**config.mk**
```make
export PLATFORM = sky130hd
export DESIGN_NAME = ppr_port
export DESIGN_NICKNAME = d
export VERILOG_FILES = /design/src/core/ppr_pkg.sv /design/src/core/ppr_sync.sv /design/src/core/ppr_port.sv
export VERILOG_INCLUDE_DIRS = /design/src /design/src/core
export SDC_FILE = /design/constraint.sdc
export NUM_CORES = 1
export LEC_CHECK = 0
export ABC_AREA = 0
export BUFFER_PORTS_ARGS = -buffer_cell sky130_fd_sc_hd__buf_2
export CAP_MARGIN = 20
export CORE_MARGIN = 2
export CORE_UTILIZATION = 50
export CTS_CLUSTER_DIAMETER = 50
export DETAILED_ROUTE_END_ITERATION = 10
export GPL_ROUTABILITY_DRIVEN = 0
export PLACE_DENSITY = 0.84
export SLEW_MARGIN = 5
export SYNTH_ARGS = -nofsm -noshare
export SYNTH_HDL_FRONTEND = slang
export SYNTH_SLANG_ARGS = --single-unit
```
**constraint.sdc**
```tcl
create_clock -name clock -period 3.48 [get_ports clock]
set_clock_uncertainty 0.2 [all_clocks]
set_input_delay 0.696 -clock clock [delete_from_list [all_inputs] [get_ports clock]]
set_output_delay 0.696 -clock clock [all_outputs]
set_load 0.03 [all_outputs]
```
**src/core/ppr_defs.svh**
```systemverilog
// register map, field positions and reset values of the parallel port block
`ifndef PPR_DEFS_SVH
`define PPR_DEFS_SVH

// register indices; byte address is four times the index
`define PPR_IDX_DATA 3'h0
`define PPR_IDX_STATUS 3'h1
`define PPR_IDX_CONTROL 3'h2
`define PPR_IDX_EVT_STATUS 3'h3
`define PPR_IDX_EVT_MASK 3'h4

// port control register fields
`define PPR_CTL_STROBE 0
`define PPR_CTL_AUTOFEED 1
`define PPR_CTL_INIT 2
`define PPR_CTL_SELECT 3
`define PPR_CTL_IRQ_EN 4
`define PPR_CTL_DIR 5
`define PPR_CTL_WMASK 8'h3F

// port status register fields
`define PPR_STS_FIXED 2'h3
`define PPR_STS_FLAG 2

// event status and mask register fields
`define PPR_EVT_RELEASE 0
`define PPR_EVT_FAULT 1
`define PPR_EVT_MEDIA 2
`define PPR_EVT_W 3

// reset values
`define PPR_DATA_RST 8'h00
`define PPR_CTL_RST 8'h00
`define PPR_EVT_RST 3'h0
`define PPR_IN_RST 5'h1F

`endif

```
**src/core/ppr_pkg.sv**
```systemverilog
// types shared by the parallel port block
package ppr_pkg;
  // one byte of the parallel data lines or a port register
  typedef logic [7:0] ppr_byte_t;
  // bus read data word
  typedef logic [31:0] ppr_word_t;
endpackage

```
**src/core/ppr_sync.sv**
```systemverilog
// two flip-flop synchroniser for a group of pin levels
`timescale 1ns/1ps
`default_nettype none
module ppr_sync #(
  parameter int W = 1,
  parameter logic [W-1:0] RST_VAL = '0
) (
  input wire logic clock,
  input wire logic rst,
  input wire logic [W-1:0] pin_in,
  output logic [W-1:0] level_out
);
  logic [W-1:0] meta_reg; // first stage, read only by second stage

  // ---------------------------------------------------------------
  // two stages, both reset to a constant
  // ---------------------------------------------------------------
  always_ff @(posedge clock) begin
    if (rst) begin
      meta_reg <= RST_VAL;
      level_out <= RST_VAL;
    end else begin
      meta_reg <= pin_in;
      level_out <= meta_reg;
    end
  end
endmodule // ppr_sync
`default_nettype wire

```
**src/core/ppr_port.sv**
```systemverilog
// parallel printer port registers with apb slave and pin logic
//
// Design decision made here: register access over APB.
`timescale 1ns/1ps
`default_nettype none
`include "ppr_defs.svh"
module ppr_port #(
  parameter int ADDR_W = 5
) (
  input wire logic clock,
  input wire logic rst,
  // apb slave
  input wire logic psel,
  input wire logic penable,
  input wire logic pwrite,
  input wire logic [ADDR_W-1:0] paddr,
  input wire logic [31:0] pwdata,
  input wire logic [3:0] pstrb,
  output var ppr_pkg::ppr_word_t prdata,
  output logic pready,
  output logic pslverr,
  // strap and printer pins
  input wire logic enhanced_mode_pin,
  input wire ppr_pkg::ppr_byte_t pd_in,
  output var ppr_pkg::ppr_byte_t pd_out,
  output logic pd_oe,
  input wire logic fault_n,
  input wire logic printer_online_input,
  input wire logic media_out_input,
  input wire logic reply_n,
  input wire logic occupied,
  output logic data_strobe_n,
  output logic auto_feed_n,
  output logic printer_init_n,
  output logic select_out_n,
  output logic port_irq_out,
  output logic port_irq_oe,
  // event interrupt toward the cpu
  output logic irq
);
  import ppr_pkg::*;

  // ---------------------------------------------------------------
  // declarations
  // ---------------------------------------------------------------
  ppr_byte_t data_reg; // output latch, last written byte
  ppr_byte_t ctrl_reg; // port control, bits 7:6 stay zero
  logic flag_n_reg; // active-low port interrupt flag
  logic [`PPR_EVT_W-1:0] evt_reg; // sticky event bits
  logic [`PPR_EVT_W-1:0] mask_reg; // event mask
  ppr_word_t prdata_reg; // read data, loaded in setup phase
  logic [4:0] pins_s; // synchronised printer inputs
  ppr_byte_t pd_s; // synchronised data lines
  logic emode_s; // synchronised enhanced mode strap
  logic fault_n_s; // fault input, active low
  logic online_s; // printer online input
  logic media_s; // media out input
  logic reply_n_s; // reply input, active low
  logic busy_s; // occupied input, active high
  logic reply_prev_reg; // reply level one cycle ago
  logic fault_prev_reg; // fault level one cycle ago
  logic media_prev_reg; // media level one cycle ago
  logic release_ev; // reply went low to high
  logic fault_ev; // fault became active
  logic media_ev; // media out became active
  logic [`PPR_EVT_W-1:0] evt_new; // events of this cycle
  logic [2:0] idx; // word index of the address
  logic mapped; // aligned address of a known register
  logic setup_rd; // read in setup phase
  logic acc; // access phase of any transfer
  logic acc_wr; // access phase of a mapped write
  logic acc_rd; // access phase of a mapped read
  logic dir_in; // data lines turned around to input
  ppr_word_t rd_next; // read data for the addressed register

  // ---------------------------------------------------------------
  // pin synchronisers
  // ---------------------------------------------------------------
  // printer handshake and status inputs
  ppr_sync #(.W(5), .RST_VAL(`PPR_IN_RST)) u_sync_pins (
    .clock(clock),
    .rst(rst),
    .pin_in({fault_n, printer_online_input, media_out_input, reply_n,
             ~occupied}),
    .level_out(pins_s)
  );
  // data lines, read back when turned around
  ppr_sync #(.W(8), .RST_VAL(8'h00)) u_sync_data (
    .clock(clock),
    .rst(rst),
    .pin_in(pd_in),
    .level_out(pd_s)
  );
  // strap level, held steady by the board
  ppr_sync #(.W(1), .RST_VAL(1'b0)) u_sync_mode (
    .clock(clock),
    .rst(rst),
    .pin_in(enhanced_mode_pin),
    .level_out(emode_s)
  );

  assign fault_n_s = pins_s[4];
  assign online_s = pins_s[3];
  assign media_s = pins_s[2];
  assign reply_n_s = pins_s[1];
  assign busy_s = ~pins_s[0];

  // ---------------------------------------------------------------
  // apb decode
  // ---------------------------------------------------------------
  assign idx = paddr[4:2];
  assign mapped = (paddr[1:0] == 2'h0) && (idx <= `PPR_IDX_EVT_MASK);
  assign setup_rd = psel && !penable && !pwrite;
  assign acc = psel && penable;
  assign acc_wr = acc && pwrite && mapped;
  assign acc_rd = acc && !pwrite && mapped;
  // no wait states; unmapped addresses answer with an error
  assign pready = 1'b1;
  assign pslverr = acc && !mapped;
  assign prdata = prdata_reg;

  // ---------------------------------------------------------------
  // mode and direction
  // ---------------------------------------------------------------
  // direction bit only counts when the strap selects extended mode
  assign dir_in = emode_s && ctrl_reg[`PPR_CTL_DIR];

  // ---------------------------------------------------------------
  // data latch
  // ---------------------------------------------------------------
  // loaded on every write with pstrb[0] set, in either mode and direction
  always_ff @(posedge clock) begin
    if (rst) begin
      data_reg <= `PPR_DATA_RST;
    end else if (acc_wr && idx == `PPR_IDX_DATA && pstrb[0]) begin
      data_reg <= pwdata[7:0];
    end
  end

  // latch drives the lines unless turned around
  assign pd_out = data_reg;
  assign pd_oe = !dir_in;

  // ---------------------------------------------------------------
  // control register
  // ---------------------------------------------------------------
  // reserved bits masked off on write
  always_ff @(posedge clock) begin
    if (rst) begin
      ctrl_reg <= `PPR_CTL_RST;
    end else if (acc_wr && idx == `PPR_IDX_CONTROL && pstrb[0]) begin
      ctrl_reg <= pwdata[7:0] & `PPR_CTL_WMASK;
    end
  end

  // printer control lines; strobe, feed and select inverted, init_n follows its bit
  assign data_strobe_n = !ctrl_reg[`PPR_CTL_STROBE];
  assign auto_feed_n = !ctrl_reg[`PPR_CTL_AUTOFEED];
  assign printer_init_n = ctrl_reg[`PPR_CTL_INIT];
  assign select_out_n = !ctrl_reg[`PPR_CTL_SELECT];

  // ---------------------------------------------------------------
  // input edge detection
  // ---------------------------------------------------------------
  // previous levels, taken from synchronised inputs only
  always_ff @(posedge clock) begin
    if (rst) begin
      reply_prev_reg <= 1'b1;
      fault_prev_reg <= 1'b1;
      media_prev_reg <= 1'b1;
    end else begin
      reply_prev_reg <= reply_n_s;
      fault_prev_reg <= fault_n_s;
      media_prev_reg <= media_s;
    end
  end

  assign release_ev = reply_n_s && !reply_prev_reg;
  assign fault_ev = !fault_n_s && fault_prev_reg;
  assign media_ev = media_s && !media_prev_reg;

  // ---------------------------------------------------------------
  // port interrupt flag
  // ---------------------------------------------------------------
  // release wins over a status read in the same cycle
  always_ff @(posedge clock) begin
    if (rst) begin
      flag_n_reg <= 1'b1;
    end else if (release_ev) begin
      flag_n_reg <= 1'b0;
    end else if (acc_rd && idx == `PPR_IDX_STATUS) begin
      flag_n_reg <= 1'b1;
    end
  end

  // interrupt pin: driven only while enabled, high while flag pending
  assign port_irq_out = !flag_n_reg;
  assign port_irq_oe = ctrl_reg[`PPR_CTL_IRQ_EN];

  // ---------------------------------------------------------------
  // event status and mask
  // ---------------------------------------------------------------
  always_comb begin
    evt_new = '0;
    evt_new[`PPR_EVT_RELEASE] = release_ev;
    evt_new[`PPR_EVT_FAULT] = fault_ev;
    evt_new[`PPR_EVT_MEDIA] = media_ev;
  end

  // sticky bits; read clears, a new event in that cycle survives
  always_ff @(posedge clock) begin
    if (rst) begin
      evt_reg <= `PPR_EVT_RST;
    end else if (acc_rd && idx == `PPR_IDX_EVT_STATUS) begin
      evt_reg <= evt_new;
    end else begin
      evt_reg <= evt_reg | evt_new;
    end
  end

  // mask register, one bit per event
  always_ff @(posedge clock) begin
    if (rst) begin
      mask_reg <= `PPR_EVT_RST;
    end else if (acc_wr && idx == `PPR_IDX_EVT_MASK && pstrb[0]) begin
      mask_reg <= pwdata[`PPR_EVT_W-1:0];
    end
  end

  // level interrupt toward the cpu
  assign irq = |(evt_reg & mask_reg);

  // ---------------------------------------------------------------
  // read data
  // ---------------------------------------------------------------
  // selects the addressed register; unmapped reads give zero
  always_comb begin
    rd_next = '0;
    case (idx)
      `PPR_IDX_DATA: begin
        // latch in compatibility or output mode, lines when turned
        rd_next[7:0] = dir_in ? pd_s : data_reg;
      end
      `PPR_IDX_STATUS: begin
        rd_next[1:0] = `PPR_STS_FIXED;
        rd_next[`PPR_STS_FLAG] = flag_n_reg;
        rd_next[6:3] = {reply_n_s, media_s, online_s, fault_n_s};
        rd_next[7] = !busy_s;
      end
      `PPR_IDX_CONTROL: begin
        rd_next[7:0] = ctrl_reg;
      end
      `PPR_IDX_EVT_STATUS: begin
        rd_next[`PPR_EVT_W-1:0] = evt_reg;
      end
      `PPR_IDX_EVT_MASK: begin
        rd_next[`PPR_EVT_W-1:0] = mask_reg;
      end
      default: begin
        rd_next = '0;
      end
    endcase
    if (!mapped) begin
      rd_next = '0;
    end
  end

  // captured in the setup phase, stable through the access phase
  always_ff @(posedge clock) begin
    if (rst) begin
      prdata_reg <= '0;
    end else if (setup_rd) begin
      prdata_reg <= rd_next;
    end
  end
endmodule // ppr_port
`default_nettype wire

```
Yosys cells after proc, flatten, opt, wreduce, memory -nomap -nowiden
Cells that the tools add are included. Widths: inputs -> output; s select.

Register bits: 84. Output and inout port bits: 50. Logic and storage cells: 66. Input bits: 60.

Magnitude comparators: 1. Muxes and demuxes: 7. Bitwise logic cells: 3. Reductions and logical operators: 36. Equality and inequality tests: 4.

Operators with widths (number): $logic_and 1x1->1 (21); $mux 8 (2); $pmux 3 s5 (1); $pmux 5 s3 (1); $logic_not 1->1 (11); $eq 3x2->1 const B (2); $and 3x3->3 (1); $eq 3x1->1 const B (1); $eq 3x3->1 const B (1); $le 3x3->1 const B (1); $logic_not 3->1 (1); $mux 3 (1); $or 3x3->3 (1); $reduce_or 3->1 (1); $logic_not 2->1 (1); $mux 1 (2); $reduce_bool 2->1 (1); $not 1->1 (1).

Depth between registers and ports, before layout
Depth after elaboration: 6. Mapped depth: 6. Gate-level depth less buffers: 4.

By module
From an unflattened synthesis, not the netlist that was laid out.

Cell total of the unflattened synthesis: 247. Area total of the unflattened synthesis: 2474.9 sq um.

Modules (own cells, without submodules): ppr_port (sequential area each 640.6 sq um, instances 1, cells each 190, area each 1695.4 sq um); ppr_sync at u_sync_data (sequential area each 320.3 sq um, instances 1, cells each 33, area each 464.2 sq um); ppr_sync at u_sync_pins (sequential area each 200.2 sq um, instances 1, cells each 20, area each 262.8 sq um); ppr_sync at u_sync_mode (sequential area each 40.0 sq um, instances 1, cells each 4, area each 52.6 sq um).

Least setup slack after synthesis
Ideal clock, no wire load.

Path kind: in2out. Start: input paddr[3]. End: output pslverr. Arrival time: 1.624 ns. Path buffers: 1. Path slack: 0.960 ns. Stages: 3. Data required time: 2.584 ns. Path through: buf_6 o21ai_4 a21boi_0.

Cells in the longest elaborated chain, start to end: 4.

RTL lines: start: declaration (line ppr_port.sv:16) `input wire logic [ADDR_W-1:0] paddr,`; $le 3x3->1 (no line); $logic_and 1x1->1 (line ppr_port.sv:112) `` assign mapped = (paddr[1:0] == 2'h0) && (idx <= `PPR_IDX_EVT_MASK); ``; $logic_not 1->1; $logic_and 1x1->1 (line ppr_port.sv:119) `assign pslverr = acc && !mapped;`; end: declaration (line ppr_port.sv:21) `output logic pslverr,`.

Every way passes these cells.

Final worst setup path
Start: input paddr[4]. End: output pslverr.

Same word-level chain as after synthesis.

==> flow_metrics.env <==
export IMPL_drive_gt1_share_pct=30.0
export IMPL_min_delay_path_class="register to register"
export IMPL_cp_arrival_ns=1.46
export IMPL_critical_path_reg2reg_endpoint="prdata[7]"
export IMPL_buffer_ports_inserted=57
export IMPL_drt_pass1_iter_count=5
export IMPL_finalWorstPathRequiredPeriod_ns=2.36
export IMPL_grt_pass1_vias=1711
export IMPL_dieHeight_um=74.8
export IMPL_drt_total_wl_um=4880
export IMPL_hold_path_startpoint="u_sync_pins.meta_reg[2]"
export IMPL_setup_viol_count_final=0
export IMPL_io_pins=110
export IMPL_cts_num_sinks=60
export IMPL_synth_ff_type="sky130_fd_sc_hd__dfxtp_1"
export IMPL_yosys_warnings=0
export IMPL_die_area_um2=5600
export IMPL_grt_antenna_before_repair=0
export IMPL_total_power_mw=1.36
export IMPL_finalNonFillerCells=374
export IMPL_power_density_relative_to_cell_area_nw_per_um2=471
export IMPL_post_route_drc_count=0
export IMPL_area_growth_syn_to_layout_pct=14.9
export IMPL_critical_path_required_ns=2.58
export IMPL_routed_length_per_placed_instance_um=13.0
export IMPL_fin_tns_setup_ns=0
export IMPL_worst_setup_path_end_kind="output pin"
export IMPL_termination_of_the_worst_setup_path="pslverr"
export IMPL_finalHoldViolCount=0
export IMPL_ys_top_cells_by_area="sky130_fd_sc_hd__dfxtp_1, sky130_fd_sc_hd__mux2i_1, sky130_fd_sc_hd__buf_4, sky130_fd_sc_hd__nor2b_1, sky130_fd_sc_hd__nor2_1"
export IMPL_core_box_area_um2=4790
export IMPL_final_critical_path_setup_slack_ns=1.12
export IMPL_ys_seq_area_share_pct=47.9
export IMPL_antenna_violating_nets_left=0
export IMPL_run_status="finished clean"
export IMPL_yosys_area_top_type_share_pct=47.9
export IMPL_dp_slack_ns=1.12
export IMPL_timing_reg2reg_worst_path_depth=4
export IMPL_grt_use_total_pct=18.9
export IMPL_synth_largest_area_cell="sky130_fd_sc_hd__dfxtp_1"
export IMPL_peakVddDrop_uv=326
export IMPL_ctsHtreeMaxLevel=3
export IMPL_startpoint="paddr[4]"
export IMPL_reg2reg_from="ctrl_reg[5]"
export IMPL_start_util_pct=52.4
export IMPL_wire_length_of_the_first_global_routing_pass_um=7670
export IMPL_avgSynthCellArea_um2=10.2
export IMPL_cts_root_to_sink_buffers=2
export IMPL_hold_bufs_at_cts=0
export IMPL_worstMarginPinSlew_ns=0.543
export IMPL_async_flop_share_pct=0
export IMPL_slew_headroom_pct=63.7
export IMPL_crit_path_max_fanout=12
export IMPL_yosys_register_bits=60
export IMPL_synth_edf_count=0
export IMPL_synth_cell_types=43
export IMPL_rrSetupSlack_ns=1.96
export IMPL_first_iter_violations=100
export IMPL_fin_crit_sh_pct=67.8
export IMPL_worstSkewPairLatency_ns=0.33
export IMPL_postcts_resize_cnt=0
export IMPL_worst_setup_path_start_kind="primary input"
export IMPL_n_antenna_cell=0
export IMPL_die_w_um=74.8
export IMPL_total_gr_overflow=0
export IMPL_final_max_slew_viol_count=0
export IMPL_route_detailed_vias_per_inst=4.89
export IMPL_tritoncts="yes"
export IMPL_fmaxAchievable_mhz=424
export IMPL_synthesis_area_um2=2510
export IMPL_power_leakage_nw=1.37
export IMPL_vias=1828
export IMPL_tritoncts_num_buffers=9
export IMPL_unrepaired_setup_endpoints_after_global_routing="no"
export IMPL_hpwl_um=3460
export IMPL_clockRootBuffer="sky130_fd_sc_hd__clkbuf_8"
export IMPL_net_count_reported_at_finish=363
export IMPL_clock_transition_at_the_register_clock_pins_on_the_worst_setup_and_hold_paths_after_cts_ns=0.06
export IMPL_cts_repair_timing_setup_buffer_count=0
export IMPL_syn_inst=247
export IMPL_utilization_pct=60.2
export IMPL_max_cap_violations=0
export IMPL_largest_net_degree_at_the_start_of_global_routing=39
export IMPL_critical_path_class="primary input to output pin"
export IMPL_fp_row_count=25
export IMPL_dp_cells=359
## critical path: stages
cell	delay, ns
sky130_fd_sc_hd__buf_2	0.25
sky130_fd_sc_hd__o21ai_4	0.13
sky130_fd_sc_hd__a21boi_0	0.17
sky130_fd_sc_hd__buf_2	0.22
## power by group
part | total [mW] | internal, mW | switching, mW
sequential | 0.711 | 0.705 | 0.00570
clock | 0.527 | 0.272 | 0.255
combinational | 0.120 | 0.0361 | 0.0839
## cell type report
type / count / area [um2]
Sequential cell: 60 / 1200
Timing Repair Buffer: 58 / 293
Clock buffer: 11 / 141
Tap cell: 67 / 83.8
Inverter: 8 / 30.0
Multi-Input combinational cell: 166 / 1110
Fill cell: 420 / 1900
Clock inverter: 4 / 26.3
## how the worst min path moves through the flow
stage	end	cells past startpoint
after floorplan	u_sync_pins.level_out[0]	1
after CTS	u_sync_pins.level_out[2]	1
after global routing	u_sync_pins.level_out[3]	1
after detailed placement	u_sync_pins.level_out[2]	1
after global placement	u_sync_pins.level_out[1]	1
final	u_sync_pins.level_out[2]	1
## per-stage QoR
step                      hold slack [ns]  area [um2]
after floorplan                     0.189        2590
final                               0.202        2880
after global routing                0.226        2880
after CTS                           0.203        2880
after global placement              0.196        2710
after detailed placement            0.195        2710
## synth_stat cells, types with 3 or more instances
cell type / instances
sky130_fd_sc_hd__a21oi_1: 3
sky130_fd_sc_hd__a22o_1: 6
sky130_fd_sc_hd__a22oi_1: 4
sky130_fd_sc_hd__buf_4: 28
sky130_fd_sc_hd__clkbuf_1: 5
sky130_fd_sc_hd__dfxtp_1: 60
sky130_fd_sc_hd__inv_1: 8
sky130_fd_sc_hd__mux2i_1: 26
sky130_fd_sc_hd__nand2_1: 6
sky130_fd_sc_hd__nor2_1: 20
sky130_fd_sc_hd__nor2b_1: 22
sky130_fd_sc_hd__o21ai_0: 5
sky130_fd_sc_hd__o22ai_1: 3
sky130_fd_sc_hd__or2_2: 12
## cell usage in the layout (no fill, tap or decap), drive strengths merged, types with 3 or more instances in the layout
cell type / count
nand2: 7
clkinv: 3
a32o: 3
nor2: 22
or2: 12
conb: 25
o22ai: 3
dfxtp: 60
a22o: 6
mux2i: 26
o21ai: 6
inv: 8
nor2b: 23
a22oi: 4
clkbuf: 11
buf: 58
a21oi: 3
## logic make-up after synthesis
logic type      share of synthesized area (%)
compound gates                           10.4
buf+inv                                  11.4
flops                                    47.9
mux                                      10.4
other cells                             0.300
simple gates                             19.6
## per-layer routing
metal	GRT usage, %	vias to the layer above	share of wire [%]
li1	-	903	-
met1	20.8	835	41
met2	31.7	80	48
met3	7.63	10	7.4
met4	9.13	0	2.6
met5	0	-	0
(Power assumes the default switching activity.)
